## config.mk

```make
export PLATFORM = sky130hd
export DESIGN_NAME = pom_mode_ctrl
export DESIGN_NICKNAME = d
export VERILOG_FILES = /design/src/pom_pkg.sv /design/src/pom_blink.sv /design/src/pom_mode_ctrl.sv /design/src/pom_wdog.sv
export SDC_FILE = /design/constraint.sdc
export NUM_CORES = 1
export LEC_CHECK = 0
export BUFFER_PORTS_ARGS = -buffer_cell sky130_fd_sc_hd__buf_4
export CAP_MARGIN = 15
export CORE_UTILIZATION = 55
export CTS_CLUSTER_SIZE = 8
export DETAILED_ROUTE_END_ITERATION = 10
export PLACE_DENSITY = 0.8
export SYNTH_ARGS = -nofsm -noshare
export SYNTH_HDL_FRONTEND = slang
export SYNTH_SLANG_ARGS = --single-unit
```

## constraint.sdc

```tcl
create_clock -name core_clk -period 3.5 [get_ports core_clk]
set_input_delay 0.7 -clock core_clk [delete_from_list [all_inputs] [get_ports core_clk]]
set_output_delay 0.7 -clock core_clk [all_outputs]
set_load 0.02 [all_outputs]
```

## src/pom_pkg.sv

```systemverilog
// Package with modes, phases, timing constants and carrier structs
package pom_pkg;

  // ****************************************************
  // Operating modes and cycle phases
  // ****************************************************
  typedef enum logic [1:0] {
    POM_STOP    = 2'b00,
    POM_STARTUP = 2'b01,
    POM_RUN     = 2'b10,
    POM_HOLD    = 2'b11
  } pom_mode_e;

  typedef enum logic [2:0] {
    POM_PH_IDLE     = 3'b000,
    POM_PH_CLR_IN   = 3'b001,
    POM_PH_STARTUP  = 3'b010,
    POM_PH_CLR_OUT  = 3'b011,
    POM_PH_READ_IN  = 3'b100,
    POM_PH_MAIN     = 3'b101,
    POM_PH_WRITE_OUT = 3'b110
  } pom_phase_e;

  // Analog output fallback kinds
  typedef enum logic [1:0] {
    POM_AO_VOLT  = 2'b00,
    POM_AO_I020  = 2'b01,
    POM_AO_I420  = 2'b10,
    POM_AO_SUBST = 2'b11
  } pom_ao_kind_e;

  // ****************************************************
  // Timing
  // ****************************************************
  localparam int unsigned CLK_HZ = 20_000_000;
  localparam int unsigned WDOG_MS = 100;
  localparam int unsigned CYC_MIN_MS = 1;
  localparam int unsigned BLINK_MIN_S = 3;
  localparam int unsigned BLINK_HALF_MS = 250;
  localparam int unsigned CYC_PER_MS = CLK_HZ / 1000;
  localparam int unsigned WDOG_CYC = WDOG_MS * CYC_PER_MS;
  localparam int unsigned BLINK_MIN_CYC = BLINK_MIN_S * CLK_HZ;
  localparam int unsigned BLINK_HALF_CYC = BLINK_HALF_MS * CYC_PER_MS;
  localparam int unsigned CYC_LIMIT_DEF_MS = 150;
  localparam int CNT_W = 32;
  localparam int MS_W = 16;

  // ****************************************************
  // Breakpoints and analog codes
  // ****************************************************
  localparam int BP_NUM = 3;
  localparam int BP_STEP_MAX = 2;
  localparam int PC_W = 16;
  localparam int AO_NUM = 4;
  localparam int AO_W = 16;
  localparam logic [AO_W-1:0] AO_ZERO = 16'h0000;
  localparam logic [AO_W-1:0] AO_FOUR_MA = 16'h1999;

  // Program executor handshake, one group per phase
  typedef struct packed {
    logic clr_in;
    logic startup;
    logic clr_out;
    logic read_in;
    logic main;
    logic write_out;
  } pom_req_s;

  typedef struct packed {
    logic clr_in;
    logic startup;
    logic clr_out;
    logic read_in;
    logic main;
    logic write_out;
  } pom_done_s;

  typedef struct packed {
    logic run_led;
    logic stop_led;
  } pom_led_s;

endpackage : pom_pkg

```

## src/pom_blink.sv

```systemverilog
// Run indicator blink generator with a minimum-duration hold
`timescale 1ns/100ps
module pom_blink
  import pom_pkg::*;
(
  // Clock and reset
  input wire logic core_clk,
  input wire logic arst_n,
  // Control
  input wire logic start,
  input wire logic want,
  // Output
  output logic active,
  output logic phase
);

  logic [CNT_W-1:0] min_q;
  logic [CNT_W-1:0] half_q;
  logic phase_q;

  // Minimum duration counter, restarted by start
  always_ff @(posedge core_clk or negedge arst_n) begin
    if (!arst_n) begin
      min_q <= '0;
    end else if (start) begin
      min_q <= CNT_W'(BLINK_MIN_CYC);
    end else if (min_q != '0) begin
      min_q <= min_q - 1'b1;
    end
  end

  // Square wave while blinking is shown
  always_ff @(posedge core_clk or negedge arst_n) begin
    if (!arst_n) begin
      half_q <= '0;
      phase_q <= 1'b0;
    end else if (!active) begin
      half_q <= '0;
      phase_q <= 1'b1;
    end else if (half_q == CNT_W'(BLINK_HALF_CYC - 1)) begin
      half_q <= '0;
      phase_q <= ~phase_q;
    end else begin
      half_q <= half_q + 1'b1;
    end
  end

  assign active = want || (min_q != '0);
  assign phase = phase_q;

endmodule : pom_blink

```

## src/pom_mode_ctrl.sv

```systemverilog
// Operating mode sequencer for the controller CPU
`timescale 1ns/100ps

// Overview of operation
// - Exactly one of four modes: stop, start-up, run, hold.
// - Stop executes nothing; timers, counters, images kept as they were.
// - Stop asserts output disable; run lamp dark, stop lamp lit. Here the run lamp still blinks in stop until 3 s after handler start.
// - Stop to run calls start-up handler once, unsupervised.
// - Output disable held throughout start-up.
// - Run lamp blinks from handler start for at least 3 s.
// - Stop lamp lit during handler, dark once it ends.
// - Handler done moves straight into run.
// - After watchdog error, run needs cold-start handler, reset or reload.
// - Run repeats main program; timers run; images refreshed each cycle.
// - Run releases output disable; run lamp lit, stop lamp dark.
// - At most three breakpoints; the tool defines no more.
// - Reaching an active breakpoint enters hold; step or resume accepted.
// - Hold blinks run lamp, stop lamp lit, timers frozen, outputs off.
// - Single step refused when more than two breakpoints defined.
// - 100 ms watchdog and cycle limit of at least 1 ms force stop.
// - Leaving run, analog outputs go to zero, 4 mA or substitute.
// - Remote outputs follow local ones; remote inputs keep being read.
// - Start: clear input image, handler, release disable, clear outputs.
// - Each cycle reads inputs, runs main program, writes outputs.
// - Overall reset erases user memory, memory card untouched.
module pom_mode_ctrl
  import pom_pkg::*;
(
  // Clock and reset
  input wire logic core_clk,
  input wire logic arst_n,
  // Mode requests (pins, synchronised here)
  input wire logic run_req,
  input wire logic overall_reset_req,
  input wire logic project_reload,
  // Configuration
  input wire logic cold_start_present,
  input wire logic [MS_W-1:0] cycle_limit_ms,
  // Program executor handshake
  output pom_req_s exec_req,
  input wire pom_done_s exec_done,
  input wire logic exec_error,
  input wire logic [PC_W-1:0] exec_pc,
  output logic exec_step,
  // Breakpoints from the programming tool
  input wire logic [BP_NUM-1:0] bp_valid,
  input wire logic [BP_NUM-1:0][PC_W-1:0] bp_addr,
  input wire logic bp_active,
  input wire logic step_req,
  input wire logic resume_req,
  // Outputs and status
  output logic command_output_disable,
  output logic timers_run,
  output logic user_mem_erase,
  output logic [AO_NUM-1:0][AO_W-1:0] ao_value,
  input wire pom_ao_kind_e [AO_NUM-1:0] ao_kind,
  input wire logic [AO_NUM-1:0][AO_W-1:0] ao_subst,
  input wire logic [AO_NUM-1:0][AO_W-1:0] ao_program,
  output pom_led_s leds,
  output logic [1:0] mode_status,
  output logic wdog_fault,
  output logic step_refused
);

  // ****************************************************
  // Input synchronisers
  // ****************************************************
  logic [4:0] sync1_q;
  logic [4:0] sync2_q;
  logic run_s;
  logic mres_s;
  logic reload_s;
  logic step_s;
  logic resume_s;
  logic step_prev_q;
  logic resume_prev_q;

  // Two flops on every pin-level request
  always_ff @(posedge core_clk or negedge arst_n) begin
    if (!arst_n) begin
      sync1_q <= '0;
      sync2_q <= '0;
    end else begin
      sync1_q <= {resume_req, step_req, project_reload,
                  overall_reset_req, run_req};
      sync2_q <= sync1_q;
    end
  end

  assign run_s = sync2_q[0];
  assign mres_s = sync2_q[1];
  assign reload_s = sync2_q[2];
  assign step_s = sync2_q[3];
  assign resume_s = sync2_q[4];

  // Edge memory for tool requests
  always_ff @(posedge core_clk or negedge arst_n) begin
    if (!arst_n) begin
      step_prev_q <= 1'b0;
      resume_prev_q <= 1'b0;
    end else begin
      step_prev_q <= step_s;
      resume_prev_q <= resume_s;
    end
  end

  logic step_evt;
  logic resume_evt;
  assign step_evt = step_s && !step_prev_q;
  assign resume_evt = resume_s && !resume_prev_q;

  // ****************************************************
  // State
  // ****************************************************
  pom_mode_e mode_q;
  pom_phase_e phase_q;
  logic wdog_lock_q;
  logic step_pend_q;
  logic bp_skip_q;
  logic fault;
  logic wd_exp;
  logic cyc_exp;
  logic bp_hit;
  logic [1:0] bp_count;
  logic step_ok;
  logic phase_done;
  logic [CNT_W-1:0] cyc_limit;

  // Breakpoint match and population count
  always_comb begin
    bp_hit = 1'b0;
    bp_count = '0;
    for (int i = 0; i < BP_NUM; i++) begin
      if (bp_valid[i]) begin
        bp_count = bp_count + 2'd1;
        if (bp_addr[i] == exec_pc) begin
          bp_hit = bp_active;
        end
      end
    end
  end

  assign step_ok = (bp_count <= 2'(BP_STEP_MAX));

  // Completion of the phase currently ordered
  always_comb begin
    case (phase_q)
      POM_PH_CLR_IN: phase_done = exec_done.clr_in;
      POM_PH_STARTUP: phase_done = exec_done.startup;
      POM_PH_CLR_OUT: phase_done = exec_done.clr_out;
      POM_PH_READ_IN: phase_done = exec_done.read_in;
      POM_PH_MAIN: phase_done = exec_done.main;
      POM_PH_WRITE_OUT: phase_done = exec_done.write_out;
      default: phase_done = 1'b0;
    endcase
  end

  // Supervision faults collapse into one stop cause
  assign fault = wd_exp || cyc_exp || exec_error;

  // ****************************************************
  // Mode sequencer
  // ****************************************************
  // Mode and phase advance together so order is never broken
  always_ff @(posedge core_clk or negedge arst_n) begin
    if (!arst_n) begin
      mode_q <= POM_STOP;
      phase_q <= POM_PH_IDLE;
    end else begin
      case (mode_q)
        POM_STOP: begin
          phase_q <= POM_PH_IDLE;
          if (run_s && !mres_s && (!wdog_lock_q || cold_start_present)) begin
            mode_q <= POM_STARTUP;
            phase_q <= POM_PH_CLR_IN;
          end
        end
        POM_STARTUP: begin
          if (!run_s || exec_error) begin
            mode_q <= POM_STOP;
            phase_q <= POM_PH_IDLE;
          end else if (phase_done && phase_q == POM_PH_CLR_IN) begin
            phase_q <= POM_PH_STARTUP;
          end else if (phase_done) begin
            mode_q <= POM_RUN;
            phase_q <= POM_PH_CLR_OUT;
          end
        end
        POM_RUN: begin
          if (!run_s || fault) begin
            mode_q <= POM_STOP;
            phase_q <= POM_PH_IDLE;
          end else if (phase_q == POM_PH_MAIN && bp_hit && !bp_skip_q) begin
            mode_q <= POM_HOLD;
          end else if (phase_done) begin
            case (phase_q)
              POM_PH_CLR_OUT: phase_q <= POM_PH_READ_IN;
              POM_PH_READ_IN: phase_q <= POM_PH_MAIN;
              POM_PH_MAIN: phase_q <= POM_PH_WRITE_OUT;
              default: phase_q <= POM_PH_READ_IN;
            endcase
          end
        end
        POM_HOLD: begin
          if (!run_s) begin
            mode_q <= POM_STOP;
            phase_q <= POM_PH_IDLE;
          end else if (resume_evt) begin
            mode_q <= POM_RUN;
          end
        end
        default: begin
          mode_q <= POM_STOP;
          phase_q <= POM_PH_IDLE;
        end
      endcase
    end
  end

  // Single step pulses the executor once; the mode stays in hold
  always_ff @(posedge core_clk or negedge arst_n) begin
    if (!arst_n) begin
      step_pend_q <= 1'b0;
    end else begin
      step_pend_q <= (mode_q == POM_HOLD) && step_evt && step_ok;
    end
  end

  // Skip the breakpoint just left, until the pc moves on
  always_ff @(posedge core_clk or negedge arst_n) begin
    if (!arst_n) begin
      bp_skip_q <= 1'b0;
    end else if (mode_q == POM_HOLD) begin
      bp_skip_q <= 1'b1;
    end else if (!bp_hit) begin
      bp_skip_q <= 1'b0; // Armed again once the pc has moved on
    end
  end

  // Watchdog lock survives until a reset or reload clears it
  always_ff @(posedge core_clk or negedge arst_n) begin
    if (!arst_n) begin
      wdog_lock_q <= 1'b0;
    end else if (mode_q == POM_RUN && wd_exp) begin
      wdog_lock_q <= 1'b1; // set wins over clear
    end else if (mres_s || reload_s) begin
      wdog_lock_q <= 1'b0;
    end
  end

  // ****************************************************
  // Supervision
  // ****************************************************
  // Kicked at every cycle end, when the output write completes; hold and start-up are not watched
  logic sup_arm;
  logic cyc_kick;
  assign sup_arm = (mode_q == POM_RUN);
  assign cyc_kick = phase_done && (phase_q == POM_PH_WRITE_OUT);
  // Limit never below the 1 ms floor
  assign cyc_limit = (cycle_limit_ms < MS_W'(CYC_MIN_MS))
    ? CNT_W'(CYC_MIN_MS * CYC_PER_MS)
    : CNT_W'(cycle_limit_ms) * CNT_W'(CYC_PER_MS);

  pom_wdog u_wdog (
    .core_clk(core_clk),
    .arst_n(arst_n),
    .arm(sup_arm),
    .kick(cyc_kick),
    .limit(CNT_W'(WDOG_CYC)),
    .expired(wd_exp)
  );

  pom_wdog u_cyc (
    .core_clk(core_clk),
    .arst_n(arst_n),
    .arm(sup_arm),
    .kick(cyc_kick),
    .limit(cyc_limit),
    .expired(cyc_exp)
  );

  // ****************************************************
  // Indicators
  // ****************************************************
  logic blink_start;
  logic blink_on;
  logic blink_ph;
  logic handler_q;

  // Start pulse on entering the handler phase
  always_ff @(posedge core_clk or negedge arst_n) begin
    if (!arst_n) begin
      handler_q <= 1'b0;
    end else begin
      handler_q <= (phase_q == POM_PH_STARTUP);
    end
  end
  assign blink_start = (phase_q == POM_PH_STARTUP) && !handler_q;

  pom_blink u_blink (
    .core_clk(core_clk),
    .arst_n(arst_n),
    .start(blink_start),
    .want(mode_q == POM_HOLD),
    .active(blink_on),
    .phase(blink_ph)
  );

  // Lamps registered so they never glitch
  always_ff @(posedge core_clk or negedge arst_n) begin
    if (!arst_n) begin
      leds <= '{run_led: 1'b0, stop_led: 1'b1};
    end else begin
      leds.run_led <= blink_on ? blink_ph : (mode_q == POM_RUN);
      leds.stop_led <= (mode_q == POM_STOP) || (mode_q == POM_HOLD)
        || (phase_q == POM_PH_CLR_IN)
        || (phase_q == POM_PH_STARTUP);
    end
  end

  // ****************************************************
  // Outputs
  // ****************************************************
  // Disable released only when run is reached
  always_ff @(posedge core_clk or negedge arst_n) begin
    if (!arst_n) begin
      command_output_disable <= 1'b1;
      timers_run <= 1'b0;
      mode_status <= POM_STOP;
      user_mem_erase <= 1'b0;
      exec_step <= 1'b0;
      step_refused <= 1'b0;
      wdog_fault <= 1'b0;
    end else begin
      command_output_disable <= (mode_q != POM_RUN);
      timers_run <= (mode_q == POM_RUN);
      mode_status <= mode_q;
      user_mem_erase <= mres_s && (mode_q == POM_STOP);
      exec_step <= step_pend_q;
      step_refused <= (mode_q == POM_HOLD) && step_evt && !step_ok;
      wdog_fault <= wdog_lock_q;
    end
  end

  // Analog fallback values while disabled, shared by remote stations
  always_ff @(posedge core_clk or negedge arst_n) begin
    if (!arst_n) begin
      ao_value <= '0;
    end else begin
      for (int i = 0; i < AO_NUM; i++) begin
        if (mode_q == POM_RUN) begin
          ao_value[i] <= ao_program[i];
        end else begin
          case (ao_kind[i])
            POM_AO_I420: ao_value[i] <= AO_FOUR_MA;
            POM_AO_SUBST: ao_value[i] <= ao_subst[i];
            default: ao_value[i] <= AO_ZERO;
          endcase
        end
      end
    end
  end

  // Phase orders to the executor, one hot, none while stopped
  always_comb begin
    exec_req = '0;
    exec_req.clr_in = (phase_q == POM_PH_CLR_IN);
    exec_req.startup = (phase_q == POM_PH_STARTUP);
    exec_req.clr_out = (mode_q == POM_RUN) && (phase_q == POM_PH_CLR_OUT);
    exec_req.read_in = (mode_q == POM_RUN) && (phase_q == POM_PH_READ_IN);
    exec_req.main = (mode_q == POM_RUN) && (phase_q == POM_PH_MAIN);
    exec_req.write_out = (mode_q == POM_RUN)
      && (phase_q == POM_PH_WRITE_OUT);
  end

endmodule : pom_mode_ctrl

```

## src/pom_wdog.sv

```systemverilog
// Up-counting supervision timer used for watchdog and cycle limit
`timescale 1ns/100ps
module pom_wdog
  import pom_pkg::*;
(
  // Clock and reset
  input wire logic core_clk,
  input wire logic arst_n,
  // Control
  input wire logic arm,
  input wire logic kick,
  input wire logic [CNT_W-1:0] limit,
  // Status
  output logic expired
);

  logic [CNT_W-1:0] cnt_q;

  // Reload on kick, count while armed, park when disarmed
  always_ff @(posedge core_clk or negedge arst_n) begin
    if (!arst_n) begin
      cnt_q <= '0;
    end else if (!arm || kick) begin
      cnt_q <= '0;
    end else if (cnt_q < limit) begin
      cnt_q <= cnt_q + 1'b1;
    end
  end

  // Expiry is a level until disarmed or kicked; a bound so a lowered
  // limit still trips
  assign expired = arm && (cnt_q >= limit);

endmodule : pom_wdog

```

==> flow_summary.json <==
{
  "cts.sinks": 224,
  "hpwl_um": 29110,
  "start_util": 0.5602,
  "grt_max_degree": 102,
  "synth_area_leader_cell": "dfrtp_1",
  "drc": 0,
  "worst_pin_slew_ps": 906.0,
  "hold_violations": 0,
  "antenna_found_initial": 0,
  "power_density_nw_per_um2": 600.3,
  "r2r-start": "u_cyc.cnt_q[7]$_DFFE_PN0P_",
  "ant_nets": 0,
  "seq_area_frac_synth": 0.3976,
  "crit_type": "input pin to register",
  "n_antenna_cell": 0,
  "ys_seq_elements": 224,
  "fp.dieArea_sq_um": 26290,
  "synth_flop_cell": "dfrtp_1",
  "fin_crit_sh": 1.864,
  "yosys-top-cells-count": "222 x dfrtp_1, 162 x nor2_1, 138 x inv_1",
  "fin_skew_ps": 9.521,
  "detail_route.wl_per_cell_um": 17.33,
  "die_h_um": 162.1,
  "cts-htree-levels": 1,
  "drt_iter0_markers": 882,
  "vdd_ir_drop_max_v": 0.0004983,
  "maxCapViolations": 0,
  "outcome": "finished, violations left",
  "yosysUniqueCellTypes": 72,
  "layout_setup_ws_ps": -3023,
  "synth-edff-count": 0,
  "first_pass_iters": 5,
  "netlist_top_cells_area": "dfrtp_1 39%, ha_1 11%, xnor2_1 5.3%, fa_1 5.0%, nor2_1 4.3%",
  "post-synth-top-count-cell": "dfrtp_1",
  "gp_congestion": 0.8910,
  "final_util": 0.7606,
  "layout-drive-gt1-share": 0.2882,
  "core-area_sq_um": 25180,
  "cp-start-kind": "input pin",
  "holdWs_ps": 177.4,
  "clock_latency_ps": 540,
  "post_synth.cell_area_avg_sq_um": 9.473,
  "critPathCaptureType": "register",
  "cts_tree": "done",
  "viasPerCell": 5.525,
  "yosys_warnings": 0,
  "grt_pass1_vias": 13020,
  "slew_headroom": 0.3960,
  "cts-root-buf": "clkbuf_16",
  "synth_top_area_frac": 0.3938,
  "portBuffers": 314,
  "path_clk_slew_ps": 50,
  "nets": 2314,
  "multi_input_area_sq_um": 8288,
  "clk_path_buf_depth": 3,
  "synthesis.area_sq_um": 14110,
  "synthCells": 1489,
  "r2r_setup_slack_ps": 370,
  "violations": "setup timing",
  "cts_buffers": 31,
  "wirelength_um": 39520,
  "final.min_clock_period_ps": 6523,
  "setup_viol": 37,
  "p_leak_uw": 0.009145,
  "max_freq_mhz": 153.3,
  "crit_fanout": 6,
  "final-seq-area_sq_um": 5608,
  "crit_arrival_ps": 6980,
  "rsz0062_at_grt": "true",
  "ff2ff_path_depth": 10,
  "ios": 315,
  "fill_cells": 1672,
  "reg2reg_to": "u_cyc.cnt_q[18]$_DFFE_PN0P_",
  "holdCritPathClass": "input pin to async pin",
  "ctsHoldBuffers": 0,
  "syn2layout_area_growth_pct": 35.78,
  "syn_nets": 1878,
  "grt_util_all_layers": 0.3008,
  "die_w_um": 162.1,
  "grt_remaining_overflow": 0,
  "rows": 58,
  "grt_pass1_wl_um": 63920,
  "finalMaxSlewViolations": 0,
  "cp.required_ps": 3960,
  "vias": 12598,
  "synthArstFlopShare": 1.000
}
repair_timing:
item | in CTS | in global routing
pin swaps | 37 | 28
endpoints found under the setup margin | 37 | 37
buffers inserted | 15 | 5
gates resized for setup | 55 | 21
worst max-delay path by stage:
stage,startpoint,endpoint,cells after the start
CTS,cycle_limit_ms[4],u_cyc.cnt_q[20]$_DFFE_PN0P_,29
global placement,cycle_limit_ms[6],u_cyc.cnt_q[16]$_DFFE_PN0P_,28
floorplan,cycle_limit_ms[6],u_cyc.cnt_q[18]$_DFFE_PN0P_,27
global route,cycle_limit_ms[9],u_cyc.cnt_q[20]$_DFFE_PN0P_,27
detailed placement,cycle_limit_ms[6],u_cyc.cnt_q[28]$_DFFE_PN0P_,25
finish,cycle_limit_ms[9],u_cyc.cnt_q[18]$_DFFE_PN0P_,27
power by group:
group | switching [uW] | total, uW | leakage [uW] | internal [uW]
clock network | 1090 | 2740 | 0.000417 | 1650
logic | 2850 | 5420 | 0.00579 | 2570
registers | 326 | 3330 | 0.00294 | 3010
total | 4270 | 11500 | 0.00915 | 7230
flip-flops by register name, summed over array words and instances (netlist names):
register,flops
ao_value,64
bp_skip_q,1
command_output_disable,1
exec_step,1
handler_q,1
leds,2
mode_q,2
mode_status,2
phase_q,3
resume_prev_q,1
step_pend_q,1
step_prev_q,1
step_refused,1
sync1_q,5
sync2_q,5
timers_run,1
u_blink.half_q,32
u_blink.min_q,32
u_blink.phase,1
u_cyc.cnt_q,32
u_wdog.cnt_q,32
user_mem_erase,1
wdog_fault,1
wdog_lock_q,1
cell type report:
cell class | instances | share of cell area
multi-input combinational | 1088 | 0.4327
sequential | 224 | 0.2928
timing repair buffer | 442 | 0.1789
clock inverter | 1 | 0.0004573
clock buffer | 57 | 0.04560
tap | 330 | 0.02156
inverter | 138 | 0.02802
cell families after synthesis:
group,Yosys count,share of synthesized area
and+or+nand+nor,520,0.1794
AOI/OAI and AO/OA,251,0.1161
DFF,224,0.3976
buffers and inverters,177,0.04878
xor gates and xnor gates,155,0.09624
adders and majority gates,154,0.1552
muxes,8,0.006652
cell usage in the layout, fill, tap and decap left out, types with 35 or more instances in the layout:
cell type	synthesis	routed
inv_1	138	130
ha_1	119	109
a22o_1	36	36
dfrtp_1	222	222
a21oi_1	52	47
nor2_1	162	157
o21ai_0	82	77
xor2_1	69	69
nand2_1	130	130
buf_4	0	427
xnor2_1	86	86
fa_1	35	35
layer usage:
layer | share of wire | vias to the layer above | GRT usage
met5 | 0 | - | 0
met4 | 0.027 | 0 | 0.09262
met3 | 0.061 | 86 | 0.05107
met2 | 0.50 | 439 | 0.5055
met1 | 0.41 | 6084 | 0.3973
li1 | - | 5989 | -
stage by stage:
| stage | total power, uW | std cells | TNS [ps] | cell area (sq um) | setup WS, ps |
|---|---|---|---|---|---|
| 4_1_cts | 11350 | 2275 | -98480 | 19010 | -2791 |
| 6_report | 11500 | 2280 | -105400 | 19150 | -3023 |
| 3_5_place_dp | 8448 | 2203 | -125340 | 17720 | -3579 |
| 2_1_floorplan | 6449 | 1489 | -100960 | 14220 | -2832 |
| 5_1_grt | 12260 | 2280 | -116010 | 19150 | -3260 |
| 3_3_place_gp | 8241 | 2203 | -117580 | 17720 | -3364 |
critical path, cell delays in order:
cell	delay, ps
buf_4	100
clkinvlp_4	130
fa_1	560
inv_1	50
ha_1	290
fa_1	480
ha_1	290
inv_1	50
fa_1	490
inv_1	60
ha_4	290
nand3_4	80
nor2_2	120
nand3_2	100
a211oi_2	260
o211ai_1	190
a211oi_2	310
nor2_1	90
ha_1	320
a21o_1	160
a211o_1	270
a221oi_2	230
o211ai_1	180
buf_4	190
or3_4	430
or4_1	410
a21oi_1	130
No activity file was read; power rests on OpenSTA's default activity.
